$ cat src/pkg/fbcfg_defines.vh
`ifndef FBCFG_DEFINES_VH
`define FBCFG_DEFINES_VH
// ----------------------------------------
// register word offsets
// ----------------------------------------
`define OFS_CTRL 4'h0
`define OFS_SWADDR 4'h1
`define OFS_STATUS 4'h2
`define OFS_IRQ_STAT 4'h3
`define OFS_IRQ_MASK 4'h4
`define OFS_ERR_SET 4'h5
`define OFS_ERR_CLR 4'h6
`define OFS_ERR_INFO 4'h7
`define OFS_ERR_CLASS 4'h8
`define OFS_ACYC_WR 4'h9
`define OFS_ID 4'hA
// ----------------------------------------
// fields
// ----------------------------------------
`define CTRL_READY_BIT 0
`define ADDR_MIN 7'h01
`define ADDR_MAX 7'h7E
`define ADDR_FACTORY 7'h7E
`define ERR_N 8
`define ERR_CLASS_RST 8'h0F
`define IRQ_FAULT_BIT 0
`define IRQ_NOTICE_BIT 1
`define IRQ_WPREJ_BIT 2
`define IRQ_ACCEPT_BIT 3
`define DEVICE_ID 16'h0A5C // arbitrary value
// ----------------------------------------
// timing
// ----------------------------------------
`define CLK_HZ 100000000
`define LED_HALF_MS 250
`define LED_HALF_CYC (`CLK_HZ / 1000 * `LED_HALF_MS)
`define SAMPLE_DLY_CYC 16
`endif

$ cat src/rtl/sw_sync.v
`default_nettype none
module sw_sync #(
  parameter W = 8
) (
  // clock and reset
  input wire ref_clk_i,
  input wire rst_n_i,
  // pins
  input wire [W-1:0] d_i,
  output wire [W-1:0] q_o
);
  reg [W-1:0] s1_r;
  reg [W-1:0] s2_r;
  always @(posedge ref_clk_i or negedge rst_n_i) begin
    if (!rst_n_i) begin
      s1_r <= {W{1'b0}};
      s2_r <= {W{1'b0}};
    end else begin
      s1_r <= d_i;
      s2_r <= s1_r;
    end
  end
  assign q_o = s2_r;
endmodule // sw_sync
`default_nettype wire

$ cat src/rtl/err_prio.v
`default_nettype none
`include "fbcfg_defines.vh"
module err_prio (
  // errors
  input wire [`ERR_N-1:0] err_i,
  // selected
  output reg found_o,
  output reg [2:0] idx_o
);
  integer i;
  // lowest index wins: index 0 is highest priority
  always @* begin
    found_o = 1'b0;
    idx_o = 3'h0;
    for (i = `ERR_N - 1; i >= 0; i = i - 1) begin
      if (err_i[i]) begin
        found_o = 1'b1;
        idx_o = i[2:0];
      end
    end
  end
endmodule // err_prio
`default_nettype wire

$ cat src/rtl/fb_cfg_status.v
// Functional notes
// - every error is exactly one class: fault or notice
// - serious system errors are always faults
// - notice leaves operation running; shows notice marker and system/process tag
// - fault halts operation; shows fault marker and system/process tag
// - write-protect jumper set rejects all acyclic fieldbus writes
// - factory jumper position is unprotected, writes accepted
// - only station addresses 1 to 126 are valid
// - factory default address 126, software addressing
// - mode switch off selects software address, on selects switch bank
// - hardware address is sum of binary weights of closed switches
// - led steady when ready, dark when not, flashing on error
// - only the highest priority active error is shown
`default_nettype none
`include "fbcfg_defines.vh"
module fb_cfg_status (
  // clock and reset
  input wire ref_clk_i,
  input wire rst_n_i,
  // avalon-mm slave
  input wire [3:0] avs_address_i,
  input wire avs_read_i,
  input wire avs_write_i,
  input wire [31:0] avs_writedata_i,
  output reg [31:0] avs_readdata_o,
  output wire avs_waitrequest_o,
  // board switches and jumper (pins)
  input wire [6:0] addr_sw_i,
  input wire addr_mode_sw_i,
  input wire wp_jumper_i,
  // error sources
  input wire [`ERR_N-1:0] err_i,
  input wire [`ERR_N-1:0] err_serious_i,
  input wire [`ERR_N-1:0] err_is_proc_i,
  // acyclic fieldbus write request
  input wire acyc_wr_req_i,
  output wire acyc_wr_ack_o,
  output wire acyc_wr_rej_o,
  // status
  output wire [6:0] station_addr_o,
  output wire addr_valid_o,
  output wire halt_o,
  output wire [2:0] err_show_idx_o,
  output wire err_show_fault_o,
  output wire err_show_notice_o,
  output wire err_show_proc_o,
  output wire led_o,
  output wire irq_o
);
  // ----------------------------------------
  // pin synchronisers
  // ----------------------------------------
  wire [8:0] pins_s;
  sw_sync #(.W(9)) u_sync (
    .ref_clk_i(ref_clk_i),
    .rst_n_i(rst_n_i),
    .d_i({wp_jumper_i, addr_mode_sw_i, addr_sw_i}),
    .q_o(pins_s)
  );

  // ----------------------------------------
  // strap capture after reset
  // ----------------------------------------
  // wait so both sync stages hold real pin values before latching
  reg [4:0] smp_cnt_r;
  reg sampled_r;
  reg [6:0] hw_addr_r;
  reg mode_hw_r;
  reg wp_r;
  always @(posedge ref_clk_i or negedge rst_n_i) begin
    if (!rst_n_i) begin
      smp_cnt_r <= 5'h00;
      sampled_r <= 1'b0;
      hw_addr_r <= 7'h00;
      mode_hw_r <= 1'b0;
      wp_r <= 1'b0;
    end else if (!sampled_r) begin
      if (smp_cnt_r == `SAMPLE_DLY_CYC - 1) begin
        sampled_r <= 1'b1;
        hw_addr_r <= pins_s[6:0];
        mode_hw_r <= pins_s[7];
        wp_r <= pins_s[8];
      end else begin
        smp_cnt_r <= smp_cnt_r + 5'h01;
      end
    end
  end
  // changing a switch later needs a reset, as on a powered-down board

  // ----------------------------------------
  // software registers
  // ----------------------------------------
  reg ready_r;
  reg [6:0] sw_addr_r;
  reg [`ERR_N-1:0] err_sw_r;
  reg [`ERR_N-1:0] class_fault_r;
  reg [3:0] irq_stat_r;
  reg [3:0] irq_mask_r;
  reg [15:0] acyc_ok_cnt_r;
  reg [15:0] acyc_rej_cnt_r;

  wire wr_en = avs_write_i;
  wire rd_en = avs_read_i;
  reg rd_done_r;
  // one wait state per read; the capture edge is where the read takes effect
  wire rd_cap = rd_en && !rd_done_r;
  wire rd_irq = rd_cap && (avs_address_i == `OFS_IRQ_STAT);

  // ----------------------------------------
  // address selection
  // ----------------------------------------
  // switch settings 0 and 127 fall outside the range and give no address
  wire [6:0] raw_addr = mode_hw_r ? hw_addr_r : sw_addr_r;
  wire addr_ok = (raw_addr >= `ADDR_MIN) && (raw_addr <= `ADDR_MAX);
  assign station_addr_o = addr_ok ? raw_addr : 7'h00;
  assign addr_valid_o = addr_ok && sampled_r;

  // ----------------------------------------
  // error classification
  // ----------------------------------------
  wire [`ERR_N-1:0] err_all = err_i | err_sw_r;
  // serious forces fault, otherwise the class register decides
  wire [`ERR_N-1:0] is_fault = class_fault_r | err_serious_i;
  wire [`ERR_N-1:0] fault_act = err_all & is_fault;
  wire [`ERR_N-1:0] notice_act = err_all & ~is_fault;
  wire any_err = |err_all;
  wire any_fault = |fault_act;
  wire found;
  wire [2:0] sel;
  // lowest set index wins
  err_prio u_prio (
    .err_i(err_all),
    .found_o(found),
    .idx_o(sel)
  );
  // registered so the shown error does not glitch while sources settle
  reg show_valid_r;
  reg [2:0] show_idx_r;
  reg show_fault_r;
  reg show_proc_r;
  always @(posedge ref_clk_i or negedge rst_n_i) begin
    if (!rst_n_i) begin
      show_valid_r <= 1'b0;
      show_idx_r <= 3'h0;
      show_fault_r <= 1'b0;
      show_proc_r <= 1'b0;
    end else begin
      show_valid_r <= found;
      show_idx_r <= sel;
      show_fault_r <= is_fault[sel];
      show_proc_r <= err_is_proc_i[sel];
    end
  end
  assign err_show_idx_o = show_idx_r;
  assign err_show_fault_o = show_valid_r && show_fault_r;
  assign err_show_notice_o = show_valid_r && !show_fault_r;
  assign err_show_proc_o = show_valid_r && show_proc_r;
  // notices never reach halt
  assign halt_o = any_fault;

  // ----------------------------------------
  // acyclic write gate
  // ----------------------------------------
  // jumper state is unknown until sampled, so refuse until then
  wire wp_block = wp_r || !sampled_r;
  assign acyc_wr_ack_o = acyc_wr_req_i && !wp_block;
  assign acyc_wr_rej_o = acyc_wr_req_i && wp_block;

  // ----------------------------------------
  // status led
  // ----------------------------------------
  // free-running blink: the first phase after an error may be short
  reg [24:0] led_cnt_r;
  reg blink_r;
  always @(posedge ref_clk_i or negedge rst_n_i) begin
    if (!rst_n_i) begin
      led_cnt_r <= 25'h0000000;
      blink_r <= 1'b0;
    end else if (led_cnt_r == `LED_HALF_CYC - 1) begin
      led_cnt_r <= 25'h0000000;
      blink_r <= ~blink_r;
    end else begin
      led_cnt_r <= led_cnt_r + 25'h0000001;
    end
  end
  wire ready = ready_r && sampled_r && addr_ok;
  reg led_r;
  always @(posedge ref_clk_i or negedge rst_n_i) begin
    if (!rst_n_i) begin
      led_r <= 1'b0;
    end else begin
      led_r <= any_err ? blink_r : ready;
    end
  end
  assign led_o = led_r;

  // ----------------------------------------
  // interrupt events
  // ----------------------------------------
  reg any_fault_d_r;
  reg any_notice_d_r;
  // fault and notice events are edges, so a standing error raises its bit once
  wire [3:0] irq_ev;
  assign irq_ev[`IRQ_FAULT_BIT] = any_fault && !any_fault_d_r;
  assign irq_ev[`IRQ_NOTICE_BIT] = (|notice_act) && !any_notice_d_r;
  assign irq_ev[`IRQ_WPREJ_BIT] = acyc_wr_rej_o;
  assign irq_ev[`IRQ_ACCEPT_BIT] = acyc_wr_ack_o;
  // set wins over the read clear
  always @(posedge ref_clk_i or negedge rst_n_i) begin
    if (!rst_n_i) begin
      any_fault_d_r <= 1'b0;
      any_notice_d_r <= 1'b0;
      irq_stat_r <= 4'h0;
    end else begin
      any_fault_d_r <= any_fault;
      any_notice_d_r <= |notice_act;
      irq_stat_r <= (rd_irq ? 4'h0 : irq_stat_r) | irq_ev;
    end
  end
  assign irq_o = |(irq_stat_r & irq_mask_r);

  // ----------------------------------------
  // register writes
  // ----------------------------------------
  always @(posedge ref_clk_i or negedge rst_n_i) begin
    if (!rst_n_i) begin
      ready_r <= 1'b0;
      sw_addr_r <= `ADDR_FACTORY;
      err_sw_r <= {`ERR_N{1'b0}};
      class_fault_r <= `ERR_CLASS_RST;
      irq_mask_r <= 4'h0;
      acyc_ok_cnt_r <= 16'h0000;
      acyc_rej_cnt_r <= 16'h0000;
    end else begin
      // counters wrap; software reads them as a pair
      if (acyc_wr_ack_o) begin
        acyc_ok_cnt_r <= acyc_ok_cnt_r + 16'h0001;
      end
      if (acyc_wr_rej_o) begin
        acyc_rej_cnt_r <= acyc_rej_cnt_r + 16'h0001;
      end
      if (wr_en) begin
        case (avs_address_i)
          `OFS_CTRL: ready_r <= avs_writedata_i[`CTRL_READY_BIT];
          `OFS_SWADDR: begin
            // out-of-range value is ignored, old address kept
            if (avs_writedata_i[6:0] >= `ADDR_MIN && avs_writedata_i[6:0] <= `ADDR_MAX) begin
              sw_addr_r <= avs_writedata_i[6:0];
            end
          end
          `OFS_IRQ_MASK: irq_mask_r <= avs_writedata_i[3:0];
          `OFS_ERR_SET: err_sw_r <= err_sw_r | avs_writedata_i[`ERR_N-1:0];
          `OFS_ERR_CLR: err_sw_r <= err_sw_r & ~avs_writedata_i[`ERR_N-1:0];
          `OFS_ERR_CLASS: class_fault_r <= avs_writedata_i[`ERR_N-1:0];
          default: begin
          end
        endcase
      end
    end
  end

  // ----------------------------------------
  // register reads
  // ----------------------------------------
  reg [31:0] rd_word;
  assign avs_waitrequest_o = rd_cap;
  always @* begin
    rd_word = 32'h00000000;
    case (avs_address_i)
      `OFS_CTRL: rd_word = {31'h00000000, ready_r};
      `OFS_SWADDR: rd_word = {25'h0000000, sw_addr_r};
      `OFS_STATUS: rd_word = {16'h0000, hw_addr_r, addr_ok, sampled_r, wp_r, mode_hw_r,
                              any_err, any_fault, ready, 2'h0};
      `OFS_IRQ_STAT: rd_word = {28'h0000000, irq_stat_r};
      `OFS_IRQ_MASK: rd_word = {28'h0000000, irq_mask_r};
      `OFS_ERR_SET: rd_word = {24'h000000, err_all};
      `OFS_ERR_INFO: rd_word = {8'h00, fault_act, 4'h0, show_valid_r, show_fault_r, show_proc_r,
                                1'b0, 5'h00, show_idx_r};
      `OFS_ERR_CLASS: rd_word = {24'h000000, class_fault_r};
      `OFS_ACYC_WR: rd_word = {acyc_rej_cnt_r, acyc_ok_cnt_r};
      `OFS_ID: rd_word = {16'h0000, `DEVICE_ID}; // arbitrary value
      default: rd_word = 32'h00000000;
    endcase
  end

  // ----------------------------------------
  // read data register
  // ----------------------------------------
  // captured while waitrequest is high, so the word stands when it drops
  always @(posedge ref_clk_i or negedge rst_n_i) begin
    if (!rst_n_i) begin
      rd_done_r <= 1'b0;
      avs_readdata_o <= 32'h00000000;
    end else begin
      rd_done_r <= rd_cap;
      if (rd_cap) begin
        avs_readdata_o <= rd_word;
      end
    end
  end
endmodule // fb_cfg_status
`default_nettype wire

$ cat config.mk
export PLATFORM = sky130hd
export DESIGN_NAME = fb_cfg_status
export DESIGN_NICKNAME = d
export VERILOG_FILES = /design/src/rtl/sw_sync.v /design/src/rtl/err_prio.v /design/src/rtl/fb_cfg_status.v
export VERILOG_INCLUDE_DIRS = /design/src /design/src/pkg
export SDC_FILE = /design/constraint.sdc
export NUM_CORES = 1
export LEC_CHECK = 0
export BUFFER_PORTS_ARGS = -buffer_cell sky130_fd_sc_hd__buf_2
export CORE_UTILIZATION = 26
export DETAILED_ROUTE_END_ITERATION = 7
export PLACE_DENSITY_LB_ADDON = 0.2
export SYNTH_ARGS = -nofsm -noshare
export SYNTH_HDL_FRONTEND = slang
export SYNTH_SLANG_ARGS = --single-unit
$ cat constraint.sdc
create_clock -name ref_clk_i -period 5.5 [get_ports ref_clk_i]
set_clock_uncertainty 0.1 [all_clocks]
set_input_delay 0.275 -clock ref_clk_i [delete_from_list [all_inputs] [get_ports ref_clk_i]]
set_output_delay 0.275 -clock ref_clk_i [all_outputs]
set_load 0.005 [all_outputs]
# Yosys cells after proc, flatten, opt, wreduce, memory -nomap -nowiden
# Cells that the tools add are included.
# totals
register_bits	165
output_inout_bits	52
inputBits	74
word_cells	123
# classes
reduce_logical	34
bitwise_logic	13
addsub	4
n_lt_le_gt_ge	5
muxes	29
n_eq_ne	12
# ops
operator	n
case mux 32 bit (10 select lines)	1
adder 16 x 1 -> 16 bit, second input constant	2
adder 25 x 1 -> 25 bit, second input constant	1
== test 25 bit, second input constant	1
two-way mux 25 bit	1
bitwise AND 8 bit	3
two-way mux 3 bit	8
bitwise OR 8 bit	3
OR reduction 8 bit	3
== test 4 x 3 -> 1 bit, second input constant	4
NOT 8 bit	2
case mux 8 bit (2 select lines)	1
greater-or-equal comparator 7 x 1 -> 1 bit, second input constant	2
<= comparator 7 bit, second input constant	2
logical AND 1 bit	14
two-way mux 7 bit	2
two-way mux 1 bit	13
== test 4 bit, second input constant	3
AND reduction 2 bit	6
== test 4 x 2 -> 1 bit, second input constant	2
binary-select mux 1 bit (select 3 bit)	2
logical NOT 1 bit	6
adder 5 x 1 -> 5 bit, second input constant	1
== test 5 x 4 -> 1 bit, second input constant	1
other kinds (11)	13

# Logic depth before layout (Yosys ltp)
# depth
ltp_word	11
mapped_depth	7
mapped_depth_nobuf	7

# Hierarchy
# Synthesis repeated with hierarchy kept, for this count alone.
# unflattened
hier_cells	700
hier_area_um2	7728.7
# by_module_without_submodules
mod	instances	area_per_inst_um2	cells_each	seq_area_each_um2
fb_cfg_status	1	7198.2	669	3691.0
sw_sync	1	450.4	18	450.4
err_prio	1	80.1	13	0.0

# Worst setup path before layout
# Ideal clock, no wire load.
# synth_path
path_kind	reg2out
from	register mode_hw_r
to	output port addr_valid_o
t_arrival_ps	1535
path_slack_ps	3590
path_stages_with_launch	7
t_required_ps	5125
path_buffers	1
path_cell_list	dfrtp_1 -> buf_2 -> or4_1 -> o21ai_0 -> a31o_2 -> or2_1 -> inv_1
# synth_between
elab_chain_cells	4
elab_cells_between_ends	5
classes_between	order compare (2); mux (1); reduce/logical (2)
# synth_lines
item	line	rtl
start, declared	fb_cfg_status.v:68	reg mode_hw_r;
start signal, assigned	fb_cfg_status.v:81	mode_hw_r <= pins_s[7];
two-way mux 7 bit (*)	fb_cfg_status.v:113	wire [6:0] raw_addr = mode_hw_r ? hw_addr_r : sw_addr_r;
greater-or-equal comparator 7 x 1 -> 1 bit (no line) / <= comparator 7 bit (equally long branches)	n/a	
logical AND 1 bit (*)	fb_cfg_status.v:114	wire addr_ok = (raw_addr >= `ADDR_MIN) && (raw_addr <= `ADDR_MAX);
logical AND 1 bit (*)	fb_cfg_status.v:116	assign addr_valid_o = addr_ok && sampled_r;
end, declared	fb_cfg_status.v:41	output wire addr_valid_o,
# Mark *: on every way between the ends. The rest lies on a longest branch, timed or not.

# Final worst setup path
# Same ends and word-level chain as after synthesis.

==> flow_metrics.env <==
export IMPL_fin_cells=1215
export IMPL_worstPathArrival_ps=2510
export IMPL_r2r_setup_slack_ps=3100
export IMPL_drt_iter0_drc=363
export IMPL_rows=62
export IMPL_fin_area_um2=9270
export IMPL_clock_path_buffers=2
export IMPL_hold_viol_final=0
export IMPL_endpoint_kind="primary output"
export IMPL_clk_latency_ps=430
export IMPL_root_buffer="clkbuf_16"
export IMPL_path_buf_inv=2
export IMPL_port_buffers=101
export IMPL_min_period_over_period_pct=52.4
export IMPL_yosys_warnings=0
export IMPL_yosysTopAreaCell="dfrtp_1"
export IMPL_syn_to_final_growth_pct=20.9
export IMPL_synth_edf_count=0
export IMPL_die_h_um=174
export IMPL_hp_class="in -> reg"
export IMPL_outcome="completed"
export IMPL_p_leak_nw=4.09
export IMPL_yosysSeqAreaShare_pct=54.0
export IMPL_path_max_fanout=17
export IMPL_die_w_um=174
export IMPL_wl_per_cell_um=17.9
export IMPL_setup_viol_count_final=0
export IMPL_synth_avg_cell_area_um2=10.9
export IMPL_ant_nets=0
export IMPL_vias_per_cell=4.82
export IMPL_path_clk_slew_ps=70
export IMPL_slowest_delay_ps=600
export IMPL_post_cts_resized_instances=0
export IMPL_setup_tns_ps=0
export IMPL_maxSlewViolCount=0
export IMPL_post_cts_buffers=0
export IMPL_num_io_pins=126
export IMPL_routabilityCongestion=0.841
export IMPL_synth_top_cells_by_area="dfrtp_1 51%, mux2_2 5.0%, dfstp_2 3.4%"
export IMPL_cp_top_family="compound AO/OA/AOI/OAI gates"
export IMPL_fillers=3036
export IMPL_startpoint_type="flip-flop"
export IMPL_grt_pass1_wl_um=34600
export IMPL_postPlaceCellArea_um2=8560
export IMPL_ys_ff_latch=165
export IMPL_synth_cells=706
export IMPL_cp_slowest_cell="dfrtp_1"
export IMPL_dp_cells=1171
export IMPL_final_net_count=896
export IMPL_worst_slew_margin_rel_pct=39.4
export IMPL_synthFlopType="dfrtp_1"
export IMPL_drive_gt1_share_pct=23.5
export IMPL_crit_chain="nor2b_1, nand4_1, a221oi_1, a31o_2, or2_1, inv_1, buf_2"
export IMPL_dp_hpwl_um=16000
export IMPL_cap_violations=0
export IMPL_crit_type="reg -> out"
export IMPL_rsz0062_at_grt="false"
export IMPL_htreeDepth=4
export IMPL_syn_nets=785
export IMPL_grt_ovfl_total=0
export IMPL_vdd_ir_drop_max_mv=0.209
export IMPL_wl_um=21700
export IMPL_pwr_density_cell_nw_per_um2=335
export IMPL_cts_hold_buffers=11
export IMPL_grt_pass1_vias=5914
export IMPL_whs_ps=43.0
export IMPL_grt_max_degree=70
export IMPL_die_area_um2=30200
export IMPL_first_pass_iters=4
export IMPL_asyncSetResetFlopFracSynth_pct=100
export IMPL_synth_top_area_share_pct=50.6
export IMPL_post_route_min_period_ps=2880
export IMPL_cts_num_sinks=165
export IMPL_grtUsageTotal_pct=14.9
export IMPL_max_freq_mhz=347
export IMPL_drc_errors=0
export IMPL_netlist_cell_type_count=67
export IMPL_cts_tree="done"
export IMPL_multi_input_area_um2=3340
export IMPL_coreArea_um2=28900
export IMPL_syn_cell_area_um2=7660
export IMPL_cts_buffers_inserted=17
export IMPL_power_total_w=0.00310
export IMPL_start_util_pct=26.6
export IMPL_tightestPinTransition_ps=907
export IMPL_seqCellArea_um2=4140
export IMPL_cp_required_ps=5120
export IMPL_vias=5860
export IMPL_antenna_found_initial=4
registers in the layout (all words and copies together) (netlist names), 3 cells and up, named ones only:
| signal | count |
|---|---|
| acyc_ok_cnt_r | 16 |
| u_sync.q_o | 9 |
| class_fault_r | 8 |
| led_cnt_r | 25 |
| avs_readdata_o | 32 |
| hw_addr_r | 7 |
| irq_mask_r | 4 |
| irq_stat_r | 4 |
| smp_cnt_r | 5 |
| u_sync.s1_r | 9 |
| sw_addr_r | 7 |
| err_show_idx_o | 3 |
| acyc_rej_cnt_r | 16 |
layout by cell type (no fill, tap or decap), drive strengths merged, types with 6 or more instances in the layout:
cell         instances
buf                105
o31ai                8
o22ai                9
and3                17
nor4                 9
nor2                69
dfstp               10
a21oi               17
nand2               62
inv                 25
o21ai               33
clkbuf              18
a31oi               10
and2                 6
xor2                24
a221o                6
nor2b                9
mux2                34
dlygate4sd3         11
nand3               29
nor3                15
a22o                12
xnor2               30
mux2i               14
a221oi               7
nand4               14
dfrtp              155
a22oi               12
cells by family after synthesis:
| group | synth area share (%) |
|---|---|
| flops | 54.0 |
| mux | 6.82 |
| buf+inv | 2.40 |
| fa+ha+maj | 0.816 |
| compound gates | 12.8 |
| simple gates | 17.0 |
| xor+xnor | 6.17 |
synthesized netlist by cell type (8+ instances only):
cell      number
a22o_1        12
o21ai_0       32
a21oi_1       16
o22ai_1        9
dfstp_2       10
nor2b_1        9
xnor2_1       30
clkbuf_1      10
nand2_1       62
nand4_1       14
xor2_1        24
buf_2          9
dfrtp_1      155
mux2_2        34
and3_1        17
nand3_1       29
a31oi_1       10
mux2i_1       14
nor2_1        67
inv_1         16
nor3_1        15
o31ai_1        8
a22oi_1       12
worst paths after layout:
kind / from / endpoint / cells after the start
worst min register to register: u_sync.s1_r[6] / u_sync.q_o[6] / 0
max in group asynchronous: rst_n_i / irq_stat_r[3] / 3
min in group asynchronous: rst_n_i / avs_readdata_o[20] / 2
worst max-delay path: mode_hw_r / addr_valid_o / 7
worst max register to register: flip-flop / avs_readdata_o[3] / 6
worst min-delay path: avs_writedata_i[6] / flip-flop / 2
worst reg2reg max path, delay by kind of cell (launching register included):
family,cells,cell delay (ps)
and+or+nand+nor,3,1040
AOI/OAI and AO/OA,3,730
DFF,1,410
final cells by class:
type,instances,share of cell area (%)
well taps,384,5.18
clock buffers,18,4.74
clock inverters,14,1.65
inverters,16,0.648
flip-flops and latches,165,44.7
multi-input cells,501,36.0
repair buffers,116,7.03
diodes,1,0.0270
routing by layer:
metal / share of wire (%) / track usage, %
met1: 46 / 19.7
met2: 47 / 24.1
met3: 4.3 / 3.18
met4: 2.3 / 5.34
met5: 0.14 / 0
metrics by stage:
step                setup slack (ps)  util, %
finish                          2620     32.1
global route                    2380     32.1
CTS                             2550     32.1
detailed placement              2860     29.7
global placement                2910     29.7
floorplan                       3590        -
power by group:
part / leakage [nW] / switching, W / internal (W)
Sequential: 2.06 / 0.000161 / 0.00135
Clock: 0.285 / 0.000565 / 0.000621
Combinational: 1.74 / 0.000219 / 0.000187
Note: power is estimated with default switching activity, not from simulation.
